===== config.mk =====
export PLATFORM = sky130hd
export DESIGN_NAME = afi_cmd_core
export DESIGN_NICKNAME = d
export VERILOG_FILES = /design/src/design/afi_pkg.sv /design/src/design/afi_cmd_core.sv
export SDC_FILE = /design/constraint.sdc
export NUM_CORES = 1
export LEC_CHECK = 0
export ABC_AREA = 1
export BUFFER_PORTS_ARGS = -buffer_cell sky130_fd_sc_hd__clkbuf_2
export CORE_MARGIN = 5
export CORE_UTILIZATION = 45
export CTS_CLUSTER_DIAMETER = 40
export CTS_CLUSTER_SIZE = 28
export DETAILED_ROUTE_END_ITERATION = 8
export PLACE_DENSITY_LB_ADDON = 0.08
export SETUP_SLACK_MARGIN = 0.3
export SLEW_MARGIN = 20
export SYNTH_ARGS = -nofsm -noshare
export SYNTH_HDL_FRONTEND = slang
export SYNTH_SLANG_ARGS = --single-unit

===== constraint.sdc =====
create_clock -name clock -period 2.7 [get_ports clock]
set_input_delay 0.27 -clock clock [delete_from_list [all_inputs] [get_ports clock]]
set_output_delay 0.27 -clock clock [all_outputs]
set_load 0.05 [all_outputs]

===== src/design/afi_pkg.sv =====
// constants, types and field layout of the flush, format and identify command core
// assumes a single 200 MHz clock domain shared with the task-file master and media logic
//
// Summary of operation
// - Flush opcode finishes writing all pending cache entries before completion.
// - Completion after flush reports ready and seek-complete both set.
// - A build without a flush command aborts that command instead.
// - Busy stays high through the 48-bit flush until done or error.
// - Flush write error aborts and loads 48-bit failing sector address.
// - Repeated 48-bit flush resumes at the sector after the failing one.
// - Format overwrites addressed track with a fixed fill pattern.
// - Host sends one dummy sector after format; device accepts, discards it.
// - Format in LBA mode takes count from sector count, zero meaning 256.
// - Format start address built from drive/head nibble and cylinder bytes.
// - Identify returns the parameter block like a single-sector read.
// - Reserved bits and words of the parameter block read zero.
// - Word 0 reports fixed-disk configuration, removable variant optional.
// - Total sectors in words 7 and 8, upper half first.
// - Current capacity in words 57 and 58, lower half first.
// - Word 47 gives maximum sectors per multiple block.
// - Word 53 flags words 54-58, 64-70 and 88 valid.
// - Word 59 follows the host's current multiple-sector setting.
// - Word 49 advertises DMA, LBA and ready-based flow control.
// - Serial, firmware and model text in ASCII, big-endian bytes per word.
// - Words 60 and 61 hold total LBA-addressable sectors.
package afi_pkg;
   // task-file offsets
   localparam logic [3:0] ADR_DATA   = 4'h0;
   localparam logic [3:0] ADR_FEAT   = 4'h1;
   localparam logic [3:0] ADR_SC     = 4'h2;
   localparam logic [3:0] ADR_SN     = 4'h3;
   localparam logic [3:0] ADR_CL     = 4'h4;
   localparam logic [3:0] ADR_CH     = 4'h5;
   localparam logic [3:0] ADR_DH     = 4'h6;
   localparam logic [3:0] ADR_CMD    = 4'h7;
   localparam logic [3:0] ADR_MULT   = 4'h8;
   localparam logic [3:0] ADR_HOB_SN = 4'h9;
   localparam logic [3:0] ADR_HOB_CL = 4'ha;
   localparam logic [3:0] ADR_HOB_CH = 4'hb;
   // opcodes
   localparam logic [7:0] OP_FLUSH     = 8'he7;
   localparam logic [7:0] OP_FLUSH_EXT = 8'hea;
   localparam logic [7:0] OP_FORMAT    = 8'h50;
   localparam logic [7:0] OP_IDENTIFY  = 8'hec;
   // field positions
   localparam int DH_DEV_BIT  = 4;
   localparam int DH_LBA_BIT  = 6;
   localparam int ST_BSY_BIT  = 7;
   localparam int ST_RDY_BIT  = 6;
   localparam int ST_DSC_BIT  = 4;
   localparam int ST_DRQ_BIT  = 3;
   localparam int ST_ERR_BIT  = 0;
   localparam int ER_ABRT_BIT = 2;
   // sector framing
   localparam logic [7:0] LAST_WORD  = 8'hff;
   localparam logic [8:0] FULL_COUNT = 9'h100;
   // parameter block words
   localparam logic [7:0] W_CFG = 8'd0, W_CYL = 8'd1, W_HEADS = 8'd3, W_OBS5 = 8'd5;
   localparam logic [7:0] W_SPT = 8'd6, W_TOT_HI = 8'd7, W_TOT_LO = 8'd8;
   localparam logic [7:0] W_SER_FIRST = 8'd10, W_SER_LAST = 8'd19;
   localparam logic [7:0] W_BUF_TYPE = 8'd20, W_BUF_SIZE = 8'd21, W_W22 = 8'd22;
   localparam logic [7:0] W_FW_FIRST = 8'd23, W_FW_LAST = 8'd26;
   localparam logic [7:0] W_MOD_FIRST = 8'd27, W_MOD_LAST = 8'd46;
   localparam logic [7:0] W_MULT_MAX = 8'd47, W_CAPS = 8'd49, W_CAPS2 = 8'd50;
   localparam logic [7:0] W_PIO = 8'd51, W_VALID = 8'd53, W_CUR_CYL = 8'd54;
   localparam logic [7:0] W_CUR_HEADS = 8'd55, W_CUR_SPT = 8'd56;
   localparam logic [7:0] W_CAP_LO = 8'd57, W_CAP_HI = 8'd58, W_MULT_SET = 8'd59;
   localparam logic [7:0] W_LBA_LO = 8'd60, W_LBA_HI = 8'd61;
   localparam logic [15:0] V_CFG_FIXED = 16'h045a, V_CFG_REMOV = 16'h848a;
   localparam logic [15:0] V_OBS5 = 16'h0200, V_BUF_TYPE = 16'h0002;
   localparam logic [15:0] V_BUF_SIZE = 16'h0001, V_W22 = 16'h0004;
   localparam logic [15:0] V_MULT_MAX = 16'h8001, V_CAPS = 16'h0f00;
   localparam logic [15:0] V_CAPS2 = 16'h4001, V_PIO = 16'h0200;
   localparam logic [15:0] V_VALID = 16'h0007, V_MULT_SET = 16'h0100;

   typedef enum logic [2:0] {ST_IDLE, ST_FLUSH, ST_FMT_DATA, ST_FMT_MEDIA, ST_ID_DATA} afi_state_e;

   typedef struct packed {
      logic        valid;
      logic        is_format;
      logic [47:0] lba;
      logic [8:0]  count;
      logic [7:0]  pattern;
   } afi_media_req_s;
endpackage


===== src/design/afi_cmd_core.sv =====
// task-file command core: flush, 48-bit flush, format track, identify device
// assumes master and media logic on the same clock; media pulses done or err once per request
`timescale 1ns/1ps
module afi_cmd_core
#(
   parameter bit          FLUSH_EN      = 1'b1,
   parameter bit          FLUSH_EXT_EN  = 1'b1,
   parameter bit          REMOVABLE     = 1'b0,
   parameter bit          DEV_ID        = 1'b0,
   parameter logic [7:0]  FILL_PATTERN  = 8'hff,
   parameter logic [15:0] CYLINDERS     = 16'h03c0,
   parameter logic [15:0] HEADS         = 16'h0010,
   parameter logic [15:0] SECT_PER_TRK  = 16'h003f,
   parameter logic [31:0] TOTAL_SECTORS = 32'h000ec400,
   // text values are arbitrary
   parameter logic [159:0] SERIAL_TXT   = "          0000000001",
   parameter logic [63:0]  FW_TXT       = "REV 1.00",
   parameter logic [319:0] MODEL_TXT    = "                            FLASH CARD01"
)
(
   input  wire logic                    clock,
   input  wire logic                    arst_n,
   input  wire logic [3:0]              tf_addr,
   input  wire logic [15:0]             tf_wdata,
   input  wire logic                    tf_wr,
   input  wire logic                    tf_rd,
   output logic [15:0]                  tf_rdata,
   output afi_pkg::afi_media_req_s      media_req,
   input  wire logic                    media_done,
   input  wire logic                    media_err,
   input  wire logic [47:0]             media_err_lba
);
   import afi_pkg::*;

   afi_state_e     state_r, state_nxt;
   afi_media_req_s req_r, req_nxt;
   logic [7:0]     feat_r, sc_r, sn_r, cl_r, ch_r, dh_r, mult_r;
   logic [7:0]     hob_sc_r, hob_sn_r, hob_cl_r, hob_ch_r;
   logic [7:0]     word_r;
   logic [47:0]    resume_r;
   logic           err_r, dsc_r;
   logic [15:0]    rdata_r;

   function automatic logic [15:0] id_word(input logic [7:0] i);
      logic [15:0] w;
      w = 16'h0000;
      case (i)
         W_CFG:       w = REMOVABLE ? V_CFG_REMOV : V_CFG_FIXED;
         W_CYL:       w = CYLINDERS;
         W_HEADS:     w = HEADS;
         W_OBS5:      w = V_OBS5;
         W_SPT:       w = SECT_PER_TRK;
         W_TOT_HI:    w = TOTAL_SECTORS[31:16];
         W_TOT_LO:    w = TOTAL_SECTORS[15:0];
         W_BUF_TYPE:  w = V_BUF_TYPE;
         W_BUF_SIZE:  w = V_BUF_SIZE;
         W_W22:       w = V_W22;
         W_MULT_MAX:  w = V_MULT_MAX;
         W_CAPS:      w = V_CAPS;
         W_CAPS2:     w = V_CAPS2;
         W_PIO:       w = V_PIO;
         W_VALID:     w = V_VALID;
         W_CUR_CYL:   w = CYLINDERS;
         W_CUR_HEADS: w = HEADS;
         W_CUR_SPT:   w = SECT_PER_TRK;
         W_CAP_LO:    w = TOTAL_SECTORS[15:0];
         W_CAP_HI:    w = TOTAL_SECTORS[31:16];
         W_MULT_SET:  w = V_MULT_SET | {8'h00, mult_r};
         W_LBA_LO:    w = TOTAL_SECTORS[15:0];
         W_LBA_HI:    w = TOTAL_SECTORS[31:16];
         default:     w = 16'h0000;
      endcase
      // ascii text fields
      // first character in the high byte of each word
      if (i >= W_SER_FIRST && i <= W_SER_LAST)
      begin
         w = SERIAL_TXT[16*(W_SER_LAST - i) +: 16];
      end
      if (i >= W_FW_FIRST && i <= W_FW_LAST)
      begin
         w = FW_TXT[16*(W_FW_LAST - i) +: 16];
      end
      if (i >= W_MOD_FIRST && i <= W_MOD_LAST)
      begin
         w = MODEL_TXT[16*(W_MOD_LAST - i) +: 16];
      end
      return w;
   endfunction

   // decode
   // busy until media answers
   wire bsy      = (state_r == ST_FLUSH) || (state_r == ST_FMT_MEDIA);
   wire drq      = (state_r == ST_FMT_DATA) || (state_r == ST_ID_DATA);
   wire reg_wr   = tf_wr && (state_r == ST_IDLE);
   wire wr_cmd   = reg_wr && (tf_addr == ADR_CMD);
   wire dev_hit  = (dh_r[DH_DEV_BIT] == DEV_ID);
   wire cmd_take = wr_cmd && dev_hit;
   wire op_fl    = tf_wdata[7:0] == OP_FLUSH;
   wire op_fle   = tf_wdata[7:0] == OP_FLUSH_EXT;
   // unsupported flush builds fall to abort
   wire go_flush = cmd_take && ((op_fl && FLUSH_EN) || (op_fle && FLUSH_EXT_EN));
   wire go_fmt   = cmd_take && (tf_wdata[7:0] == OP_FORMAT);
   wire go_id    = cmd_take && (tf_wdata[7:0] == OP_IDENTIFY);
   wire go_abort = cmd_take && !(go_flush || go_fmt || go_id);
   wire data_wr  = tf_wr && (tf_addr == ADR_DATA) && (state_r == ST_FMT_DATA);
   wire data_rd  = tf_rd && (tf_addr == ADR_DATA) && (state_r == ST_ID_DATA);
   wire fin_word = (word_r == LAST_WORD);
   wire media_ev = media_done || media_err;
   wire fl_err   = (state_r == ST_FLUSH) && media_err;
   wire fl_ok    = bsy && media_done && !media_err;
   wire [7:0]  status   = {bsy, 1'b1, 1'b0, dsc_r, drq, 2'b00, err_r};
   wire [7:0]  err_reg  = {5'h00, err_r, 2'b00};
   // start address from head nibble and cylinder bytes
   wire [47:0] fmt_lba  = {20'h00000, dh_r[3:0], ch_r, cl_r, 8'h00};
   // zero count means a full 256
   wire [8:0]  lba_cnt  = (sc_r == 8'h00) ? FULL_COUNT : {1'b0, sc_r};
   wire [8:0]  fmt_cnt  = dh_r[DH_LBA_BIT] ? lba_cnt : SECT_PER_TRK[8:0];
   wire [47:0] resume_n = media_err_lba + 48'h000000000001;

   logic [15:0] rd_val;
   always_comb
   begin
      rd_val = 16'h0000;
      case (tf_addr)
         // parameter words stream on the data port
         ADR_DATA:   rd_val = (state_r == ST_ID_DATA) ? id_word(word_r) : 16'h0000;
         ADR_FEAT:   rd_val = {8'h00, err_reg};
         ADR_SC:     rd_val = {8'h00, sc_r};
         ADR_SN:     rd_val = {8'h00, sn_r};
         ADR_CL:     rd_val = {8'h00, cl_r};
         ADR_CH:     rd_val = {8'h00, ch_r};
         ADR_DH:     rd_val = {8'h00, dh_r};
         ADR_CMD:    rd_val = {8'h00, status};
         ADR_MULT:   rd_val = {8'h00, mult_r};
         ADR_HOB_SN: rd_val = {8'h00, hob_sn_r};
         ADR_HOB_CL: rd_val = {8'h00, hob_cl_r};
         ADR_HOB_CH: rd_val = {8'h00, hob_ch_r};
         default:    rd_val = 16'h0000;
      endcase
   end

   always_comb
   begin
      state_nxt = state_r;
      case (state_r)
         ST_IDLE:
         begin
            if (go_flush)
               state_nxt = ST_FLUSH;
            else if (go_fmt)
               state_nxt = ST_FMT_DATA;
            else if (go_id)
               state_nxt = ST_ID_DATA;
         end
         // stay until media reports done or error
         ST_FLUSH:     state_nxt = media_ev ? ST_IDLE : ST_FLUSH;
         ST_FMT_DATA:  state_nxt = (data_wr && fin_word) ? ST_FMT_MEDIA : ST_FMT_DATA;
         ST_FMT_MEDIA: state_nxt = media_ev ? ST_IDLE : ST_FMT_MEDIA;
         ST_ID_DATA:   state_nxt = (data_rd && fin_word) ? ST_IDLE : ST_ID_DATA;
         default:      state_nxt = ST_IDLE;
      endcase
   end

   always_comb
   begin
      req_nxt = req_r;
      if (go_flush)
      begin
         req_nxt.valid     = 1'b1;
         req_nxt.is_format = 1'b0;
         // extended flush picks up after the last failure
         req_nxt.lba       = op_fle ? resume_r : 48'h000000000000;
         req_nxt.count     = 9'h000;
      end
      else if (data_wr && fin_word)
      begin
         req_nxt.valid     = 1'b1;
         req_nxt.is_format = 1'b1;
         req_nxt.lba       = fmt_lba;
         req_nxt.count     = fmt_cnt;
      end
      else if (media_ev && bsy)
      begin
         req_nxt.valid     = 1'b0;
      end
      req_nxt.pattern = FILL_PATTERN;
   end

   always_ff @(posedge clock or negedge arst_n)
   begin
      if (!arst_n)
      begin
         state_r <= ST_IDLE;
         req_r   <= '0;
         word_r  <= 8'h00;
         rdata_r <= 16'h0000;
      end
      else
      begin
         state_r <= state_nxt;
         req_r   <= req_nxt;
         rdata_r <= tf_rd ? rd_val : 16'h0000;
         if (state_r == ST_IDLE)
            word_r <= 8'h00;
         else if (data_wr || data_rd)
            word_r <= word_r + 8'h01;
      end
   end

   // failing address overrides the command block
   always_ff @(posedge clock or negedge arst_n)
   begin
      if (!arst_n)
      begin
         {sn_r, cl_r, ch_r, hob_sn_r, hob_cl_r, hob_ch_r} <= 48'h000000000000;
         {sc_r, hob_sc_r} <= 16'h0000;
      end
      else if (fl_err)
      begin
         {hob_ch_r, hob_cl_r, hob_sn_r, ch_r, cl_r, sn_r} <= media_err_lba;
      end
      else if (reg_wr)
      begin
         // each sector count, sector number or cylinder write pushes the previous byte to the high-order copy
         case (tf_addr)
            ADR_SC:  {hob_sc_r, sc_r} <= {sc_r, tf_wdata[7:0]};
            ADR_SN:  {hob_sn_r, sn_r} <= {sn_r, tf_wdata[7:0]};
            ADR_CL:  {hob_cl_r, cl_r} <= {cl_r, tf_wdata[7:0]};
            ADR_CH:  {hob_ch_r, ch_r} <= {ch_r, tf_wdata[7:0]};
            default: sc_r <= sc_r;
         endcase
      end
   end

   always_ff @(posedge clock or negedge arst_n)
   begin
      if (!arst_n)
      begin
         feat_r <= 8'h00;
         dh_r   <= 8'h00;
         mult_r <= 8'h00;
      end
      else if (reg_wr)
      begin
         if (tf_addr == ADR_FEAT)
            feat_r <= tf_wdata[7:0];
         if (tf_addr == ADR_DH)
            dh_r <= tf_wdata[7:0];
         // host's multiple setting mirrored in word 59
         if (tf_addr == ADR_MULT)
            mult_r <= tf_wdata[7:0];
      end
   end

   always_ff @(posedge clock or negedge arst_n)
   begin
      if (!arst_n)
      begin
         err_r    <= 1'b0;
         dsc_r    <= 1'b1;
         resume_r <= 48'h000000000000;
      end
      else
      begin
         // ready and seek-complete on good completion
         if (go_abort || (bsy && media_err))
            err_r <= 1'b1;
         else if (cmd_take)
            err_r <= 1'b0;
         if (fl_ok || (state_r == ST_ID_DATA && state_nxt == ST_IDLE))
            dsc_r <= 1'b1;
         else if (go_flush || go_fmt)
            dsc_r <= 1'b0;
         if (fl_err)
            resume_r <= resume_n;
         else if (fl_ok && state_r == ST_FLUSH)
            resume_r <= 48'h000000000000;
      end
   end

   assign tf_rdata  = rdata_r;
   assign media_req = req_r;
endmodule


==> impl_metrics.py, run 1 <==
metrics = {
    "logic_synthesis": {
        "synth_seq_cells": 209,
        "syn_nets": 1597,
        "synth-edff-count": 0,
        "syn-cell-area_mm2": 0.0116,
        "synth_top_area_share_pct": 44.7,
        "yosysTopAreaCell": "dfrtp_1",
        "netlist_instances": 1512,
        "yosysSeqAreaShare_pct": 45.0,
        "synth_area_leaders": "dfrtp_1 45%, nand2_1 12%, inv_1 6.5%",
        "yosysWarningCount": 0,
        "ys_types": 54,
        "async_flop_share_pct": 100,
        "syn_area_per_cell_um2": 7.70,
        "synthFlopType": "dfrtp_1",
    },
    "clock_tree": {
        "cts_buffers": 37,
        "cts_buffer_depth": 3,
        "clk_latency_ns": 0.53,
        "root_buffer": "clkbuf_16",
        "htree_levels": 2,
        "clock_sinks": 209,
        "cts_tree": "done",
        "clkTransAtPathRegs_ns": 0.05,
    },
    "die": {
        "num_io_pins": 157,
        "start_util_pct": 45.9,
        "die-area_mm2": 0.0292,
        "core_mm2": 0.0253,
        "num_rows": 58,
        "die_h_um": 171,
        "fp.dieW_um": 171,
    },
    "layout": {
        "largest_reg_flops": 60,
        "final_nets": 1781,
        "layout-drive-gt1-share_pct": 19.2,
        "antennaDiodeCount": 0,
        "syn2layout_area_growth_pct": 23.9,
    },
    "critical_path": {
        "slowest_delay_ns": 0.60,
        "start_kind": "register",
        "cp.depth": 10,
        "end_kind": "register",
        "cp.arrival_ns": 2.72,
        "required_ns": 3.13,
        "crit_slowest_cell": "dfrtp_1",
        "cp_max_fo": 8,
        "crit_family": "simple AND/OR/NAND/NOR gates",
        "path_buf_inv": 1,
        "critPathKind": "reg2reg",
        "cp_cell_sequence": "nand2_1 -> nor2_2 -> nand2_1 -> inv_1 -> a21oi_1 -> nand4_1 -> nand3_1 -> nand2_1 -> nand2_1 -> a21oi_1",
        "crit_path_frequent_cell": "nand2_1",
        "reg2reg_depth": 10,
    },
    "timing": {
        "min_period_over_period_pct": 84.5,
        "tightest_slew_ns": 0.798,
        "worst_slack_ns": 0.418,
        "slew_viol_final": 0,
        "setup_tns_ns": 0,
        "max_freq_mhz": 438,
        "rsz0062_at_grt": "yes",
        "period_needed_ns": 2.28,
        "relSlewSlack_pct": 46.8,
        "setup_viol": 0,
        "skew_ns": 0.0307,
        "hold_viol": 0,
    },
    "global_route": {
        "antenna_found_initial": 0,
        "grt_use_total_pct": 29.0,
        "grt_start_max_net_pins": 92,
        "first_global_vias": 11000,
        "overflow": 0,
        "grt_pass1_wl_um": 64900,
    },
    "pwr": {
        "power_mw": 9.46,
        "powerDensity_mw_per_mm2": 656,
        "leakage_nw": 7.14,
        "peakVddDrop_uv": 423,
    },
    "route": {
        "vias_per_cell": 5.58,
        "drc_errors": 0,
        "initialDrtViolationCount": 1069,
        "dr.pass1.iters": 5,
        "drt_wl_total_um": 42800,
        "vias": 11500,
        "wire_per_inst_um": 20.8,
        "antenna_left": 0,
    },
    "flow_run": {
        "max_cap_viol_count": 0,
    },
    "status": {
        "status": "finished clean",
    },
    "hold_path": {
        "hold_path.class": "in2reg",
        "hold_depth": 3,
    },
    "placement": {
        "preCtsSetupSlack_ns": 0.254,
        "place_congestion": 0.938,
        "port_buffers": 148,
        "dp.final_hpwl_um": 33000,
    },
}
[cell usage after synthesis (3+ instances only)]
master    instances
a211oi_1          3
a21oi_1          49
a22oi_1          14
a31oi_1           6
a32o_1            4
buf_2            16
buf_4            11
clkbuf_1         20
dfrtp_1         208
ha_1             11
inv_1           202
inv_2            12
nand2_1         382
nand2_2          10
nand3_1          64
nand4_1          21
nor2_1          121
nor2_2           18
nor2_4            6
nor3_1           34
nor3_4            3
nor4_1           18
o211ai_1         19
o21ai_0         106
o21ai_1           6
o221ai_1         23
o22ai_1          58
o31ai_1           6
xnor2_1           5
xor2_1           24
[layer usage]
metal,GRT usage [%],routed length [µm],vias up
met5,0,0,-
li1,-,-,5387
met3,6.63,4200,85
met2,42.3,18300,509
met4,8.78,1330,0
met1,42.9,19000,5477
[where the power goes]
part	internal, mW	switching (mW)
registers	3.19	0.0447
clock network	3.44	1.75
logic	0.288	0.738
[layout by cell type (no fill, tap or decap), types with 8 or more instances in the layout]
| cell | n |
|---|---|
| nand2_1 | 381 |
| dfrtp_1 | 206 |
| inv_1 | 202 |
| clkbuf_2 | 147 |
| nor2_1 | 120 |
| o21ai_0 | 105 |
| nand3_1 | 63 |
| o22ai_1 | 58 |
| a21oi_1 | 49 |
| buf_4 | 39 |
| clkbuf_16 | 37 |
| nor3_1 | 32 |
| xor2_1 | 23 |
| o221ai_1 | 23 |
| nand4_1 | 21 |
| o211ai_1 | 19 |
| nor4_1 | 18 |
| nor2_2 | 17 |
| a22oi_1 | 14 |
| inv_2 | 11 |
| nand2_2 | 11 |
| nor2_4 | 8 |
| ha_1 | 8 |
| bufinv_16 | 8 |
[final timing paths]
path	from	to	slack (ns)
min	tf_rd	tf_rdata[15]	0.03
max reg2reg	word_r[4]	tf_rdata[0]	0.42
min reg2reg	sn_r[5]	sn_r[5]	0.48
min in group asynchronous	arst_n	media_req[66]	0.35
max in group asynchronous	arst_n	resume_r[17]	1.55
max	word_r[4]	tf_rdata[0]	0.42
[cell families after synthesis]
group | Yosys count | share of synthesized area, %
AO/OA/AOI/OAI | 309 | 16.4
XOR/XNOR | 30 | 2.32
adder cells (fa/ha/maj) | 11 | 1.18
buffers and inverters | 266 | 9.25
flip-flops | 209 | 45.0
multiplexers | 1 | 0.0968
other | 1 | 0.0322
AND/OR/NAND/NOR | 685 | 25.8
[layout make-up]
cell class                      instances  area [µm²]
Fill cell                            2422       10900
Multi-Input combinational cell       1037        5380
Sequential cell                       209        5230
Timing Repair Buffer                  196        1180
Clock buffer                           42         985
Inverter                              215         808
Tap cell                              330         413
Clock inverter                         26         405
[worst reg2reg max path: cells and delay by family (launching register included)]
kind | cells | cell delay [ns]
and+or+nand+nor | 7 | 1.08
DFF | 1 | 0.60
AOI/OAI and AO/OA | 2 | 0.31
buffers and inverters | 1 | 0.21
[timing repair]
action	4_1_cts	5_1_grt
endpoints found under the setup margin	24	65
resized for setup	2	12
setup buffers	0	1
hold endpoints to repair	85	0
hold buffers	3	0
[metrics by stage]
| step | hold WS [ns] | utilization [%] | cells | instance area [µm²] |
|---|---|---|---|---|
| floorplan | -0.0256 | - | 1512 | 11600 |
| global placement | 0.369 | 51.1 | 1983 | 12900 |
| detailed placement | 0.373 | 51.1 | 1983 | 12900 |
| CTS | 0.0132 | 56.7 | 2054 | 14400 |
| global route | 0.0280 | 56.9 | 2055 | 14400 |
| finish | 0.0269 | 56.9 | 2055 | 14400 |
No activity file was read; power rests on OpenSTA's default activity.
==> inputs of run 2 (changes only) <==
--- a/config.mk
+++ b/config.mk
@@ -5,7 +5,7 @@
 export SDC_FILE = /design/constraint.sdc
 export NUM_CORES = 1
 export LEC_CHECK = 0
-export ABC_AREA = 1
+export ABC_AREA = 0
 export BUFFER_PORTS_ARGS = -buffer_cell sky130_fd_sc_hd__clkbuf_2
 export CORE_MARGIN = 5
 export CORE_UTILIZATION = 45
==> constraint.sdc (replaced) <==
create_clock -name clock -period 2.2 [get_ports clock]
set_input_delay 0.22 -clock clock [delete_from_list [all_inputs] [get_ports clock]]
set_output_delay 0.22 -clock clock [all_outputs]
set_load 0.05 [all_outputs]
==> impl_metrics.py, run 2 <==
metrics = {
    "hold_path": {
        "hold_path.class": "in2reg",
    },
    "logic_synthesis": {
        "synth_area_leaders": "dfrtp_1 45%, nand2_1 6.7%, o21ai_0 3.1%",
        "synth_top_area_share_pct": 45.1,
        "synth-edff-count": 0,
        "async_flop_share_pct": 100,
        "syn-cell-area_mm2": 0.0115,
        "syn_area_per_cell_um2": 8.98,
        "yosysSeqAreaShare_pct": 45.3,
        "synth_seq_cells": 209,
        "yosysTopAreaCell": "dfrtp_1",
        "ys_types": 85,
        "netlist_instances": 1286,
        "synthFlopType": "dfrtp_1",
        "syn_nets": 1371,
        "yosysWarningCount": 0,
        "yosysMostFrequentCell": "dfrtp_1",
        "netlist_top_cells_count": "208 x dfrtp_1, 205 x nand2_1, 92 x nor2_1",
    },
    "clock_tree": {
        "clock_sinks": 209,
        "clk_latency_ns": 0.56,
        "clkTransAtPathRegs_ns": 0.06,
        "cts_tree": "done",
        "cts_buffer_depth": 3,
        "cts_buffers": 31,
        "htree_levels": 1,
        "root_buffer": "clkbuf_16",
    },
    "die": {
        "die-area_mm2": 0.0290,
        "core_mm2": 0.0253,
        "num_io_pins": 157,
        "start_util_pct": 45.7,
        "num_rows": 58,
        "fp.dieW_um": 170,
        "die_h_um": 170,
    },
    "pwr": {
        "pwr-share-seq_pct": 42.4,
        "power_frac_comb_pct": 11.1,
        "power_mw": 11.0,
        "swShare_pct": 28.3,
        "power.internal_mw": 7.86,
        "netSwitchingPower_mw": 3.11,
        "p_clk_share_pct": 46.5,
        "peakVddDrop_uv": 563,
        "leakage_nw": 7.45,
        "powerDensity_mw_per_mm2": 655,
    },
    "timing": {
        "tightest_slew_ns": 0.587,
        "skew_ns": 0.0139,
        "period_needed_ns": 2.28,
        "relSlewSlack_pct": 60.8,
        "slew_viol_final": 0,
        "setup_tns_ns": -1.86,
        "setup_viol": 48,
        "hold_viol": 0,
        "max_freq_mhz": 438,
        "worst_slack_ns": -0.0829,
        "rsz0062_at_grt": "yes",
        "min_period_over_period_pct": 104,
    },
    "route": {
        "wl_met1_um": 18700,
        "dr.pass1.iters": 7,
        "dr_wl_met2_um": 20000,
        "drc_errors": 0,
        "vias_per_cell": 5.82,
        "antenna_left": 0,
        "maxUsedRoutingLayer": "met4",
        "vias": 11400,
        "wire_per_inst_um": 21.9,
        "wl_met3_um": 3220,
        "drt_wl_total_um": 43000,
        "initialDrtViolationCount": 1022,
    },
    "global_route": {
        "grt_pass1_wl_um": 65100,
        "overflow": 0,
        "first_global_vias": 11300,
        "grt_use_total_pct": 28.5,
        "antenna_found_initial": 0,
        "grt_start_max_net_pins": 59,
    },
    "status": {
        "status": "finished, violations left",
        "violations": "setup timing",
    },
    "layout": {
        "antennaDiodeCount": 0,
        "final_nets": 1696,
        "final_cell_mix": "204 x dfrtp_1, 198 x nand2_1, 160 x buf_4",
        "largest_reg_flops": 60,
        "syn2layout_area_growth_pct": 45.1,
        "final_common_cell": "dfrtp_1",
        "layout-drive-gt1-share_pct": 38.8,
        "n_fill_cell": 2077,
    },
    "flow_run": {
        "max_cap_viol_count": 0,
    },
    "critical_path": {
        "start_kind": "register",
        "crit_slowest_cell": "or3_4",
        "slowest_delay_ns": 0.46,
        "end_kind": "register",
        "cp_cell_sequence": "ha_4 -> buf_6 -> and3_4 -> nand4_1 -> or3_4 -> buf_12 -> and2_4 -> a22o_1",
        "cp.arrival_ns": 2.73,
        "required_ns": 2.65,
        "reg2reg_setup_slack_ns": -0.08,
        "cp_max_fo": 7,
        "critPathKind": "reg2reg",
    },
    "placement": {
        "port_buffers": 148,
        "place_congestion": 0.957,
        "dp.final_hpwl_um": 30600,
    },
}
run 2: changes by cell type in the layout (fill, tap and decap cells not counted), sizes merged, moves of 27 or more:
cell / change
buf: +156
inv: -197
a22oi: +28
xnor2: +27
and3: +28
dlygate4sd3: +35
nand2: -187
o22ai: -49
nor2: -54
mux2: +27
a22o: +31
run 2: layer usage:
layer	vias to the layer above	track usage [%]
met1	5652	40.4
met3	75	5.30
met2	404	45.2
met4	0	7.50
met5	-	0
li1	5299	-
run 2: cells by family after synthesis:
family	share of synthesized area, %
simple gates	21.1
compound gates	19.3
buf+inv	4.35
flops	45.3
fa+ha+maj	1.19
mux	4.48
xor+xnor	4.25
other cells	0.0325
run 2: worst max-delay path: cells and delay by family (launching register included):
kind	cells	cell delay [ns]
AND/OR/NAND/NOR	4	1.07
flip-flops	1	0.45
buffers and inverters	2	0.27
AO/OA/AOI/OAI	1	0.21
adder cells (fa/ha/maj)	1	0.17
run 2: area by class of cell:
type | count | area (µm²) | area share, %
Clock buffer | 33 | 793 | 4.73
Timing Repair Buffer | 391 | 3080 | 18.4
Inverter | 16 | 62.6 | 0.373
Multi-Input combinational cell | 962 | 6900 | 41.1
Clock inverter | 24 | 278 | 1.66
Sequential cell | 209 | 5240 | 31.2
Tap cell | 330 | 413 | 2.46
run 2: worst paths after layout:
kind | endpoint | cells past startpoint | from
max reg2reg | media_req[60] | 8 | word_r[3]
min | hob_sn_r[4] | 3 | media_err_lba[28]
min reg2reg | hob_sn_r[6] | 2 | hob_sn_r[6]
max | media_req[60] | 8 | word_r[3]
max in group asynchronous | dsc_r | 3 | arst_n
min in group asynchronous | resume_r[46] | 2 | arst_n
run 2: power by group through the flow:
stage / Sequential [mW] / Clock, mW / Combinational [mW]
2_1_floorplan: 4.53 / 0 / 0.639
5_1_grt: 4.69 / 5.32 / 1.33
3_5_place_dp: 4.67 / 0 / 1.13
3_3_place_gp: 4.66 / 0 / 1.11
6_report: 4.66 / 5.10 / 1.22
4_1_cts: 4.62 / 5.15 / 1.20
run 2: what timing repair did:
item / 4_1_cts / 5_1_grt
setup endpoints to repair: 80 / 136
pin swaps: 24 / 43
setup buffers: 17 / 11
gates resized for setup: 108 / 156
cloned: 7 / 3
hold buffers: 38 / 0
hold endpoints to repair: 251 / 0
run 2: stage by stage:
step	hold slack (ns)	utilization, %	setup slack (ns)	cell area (µm²)	std cells
final	0.0158	66.4	-0.0829	16800	1965
after global routing	0.0290	66.4	-0.146	16800	1965
after CTS	0.000311	63.0	-0.0794	15900	1951
after detailed placement	0.152	54.8	-0.174	13800	1832
after global placement	0.150	54.8	-0.229	13800	1832
after floorplan	-0.0756	-	0.0347	11800	1286
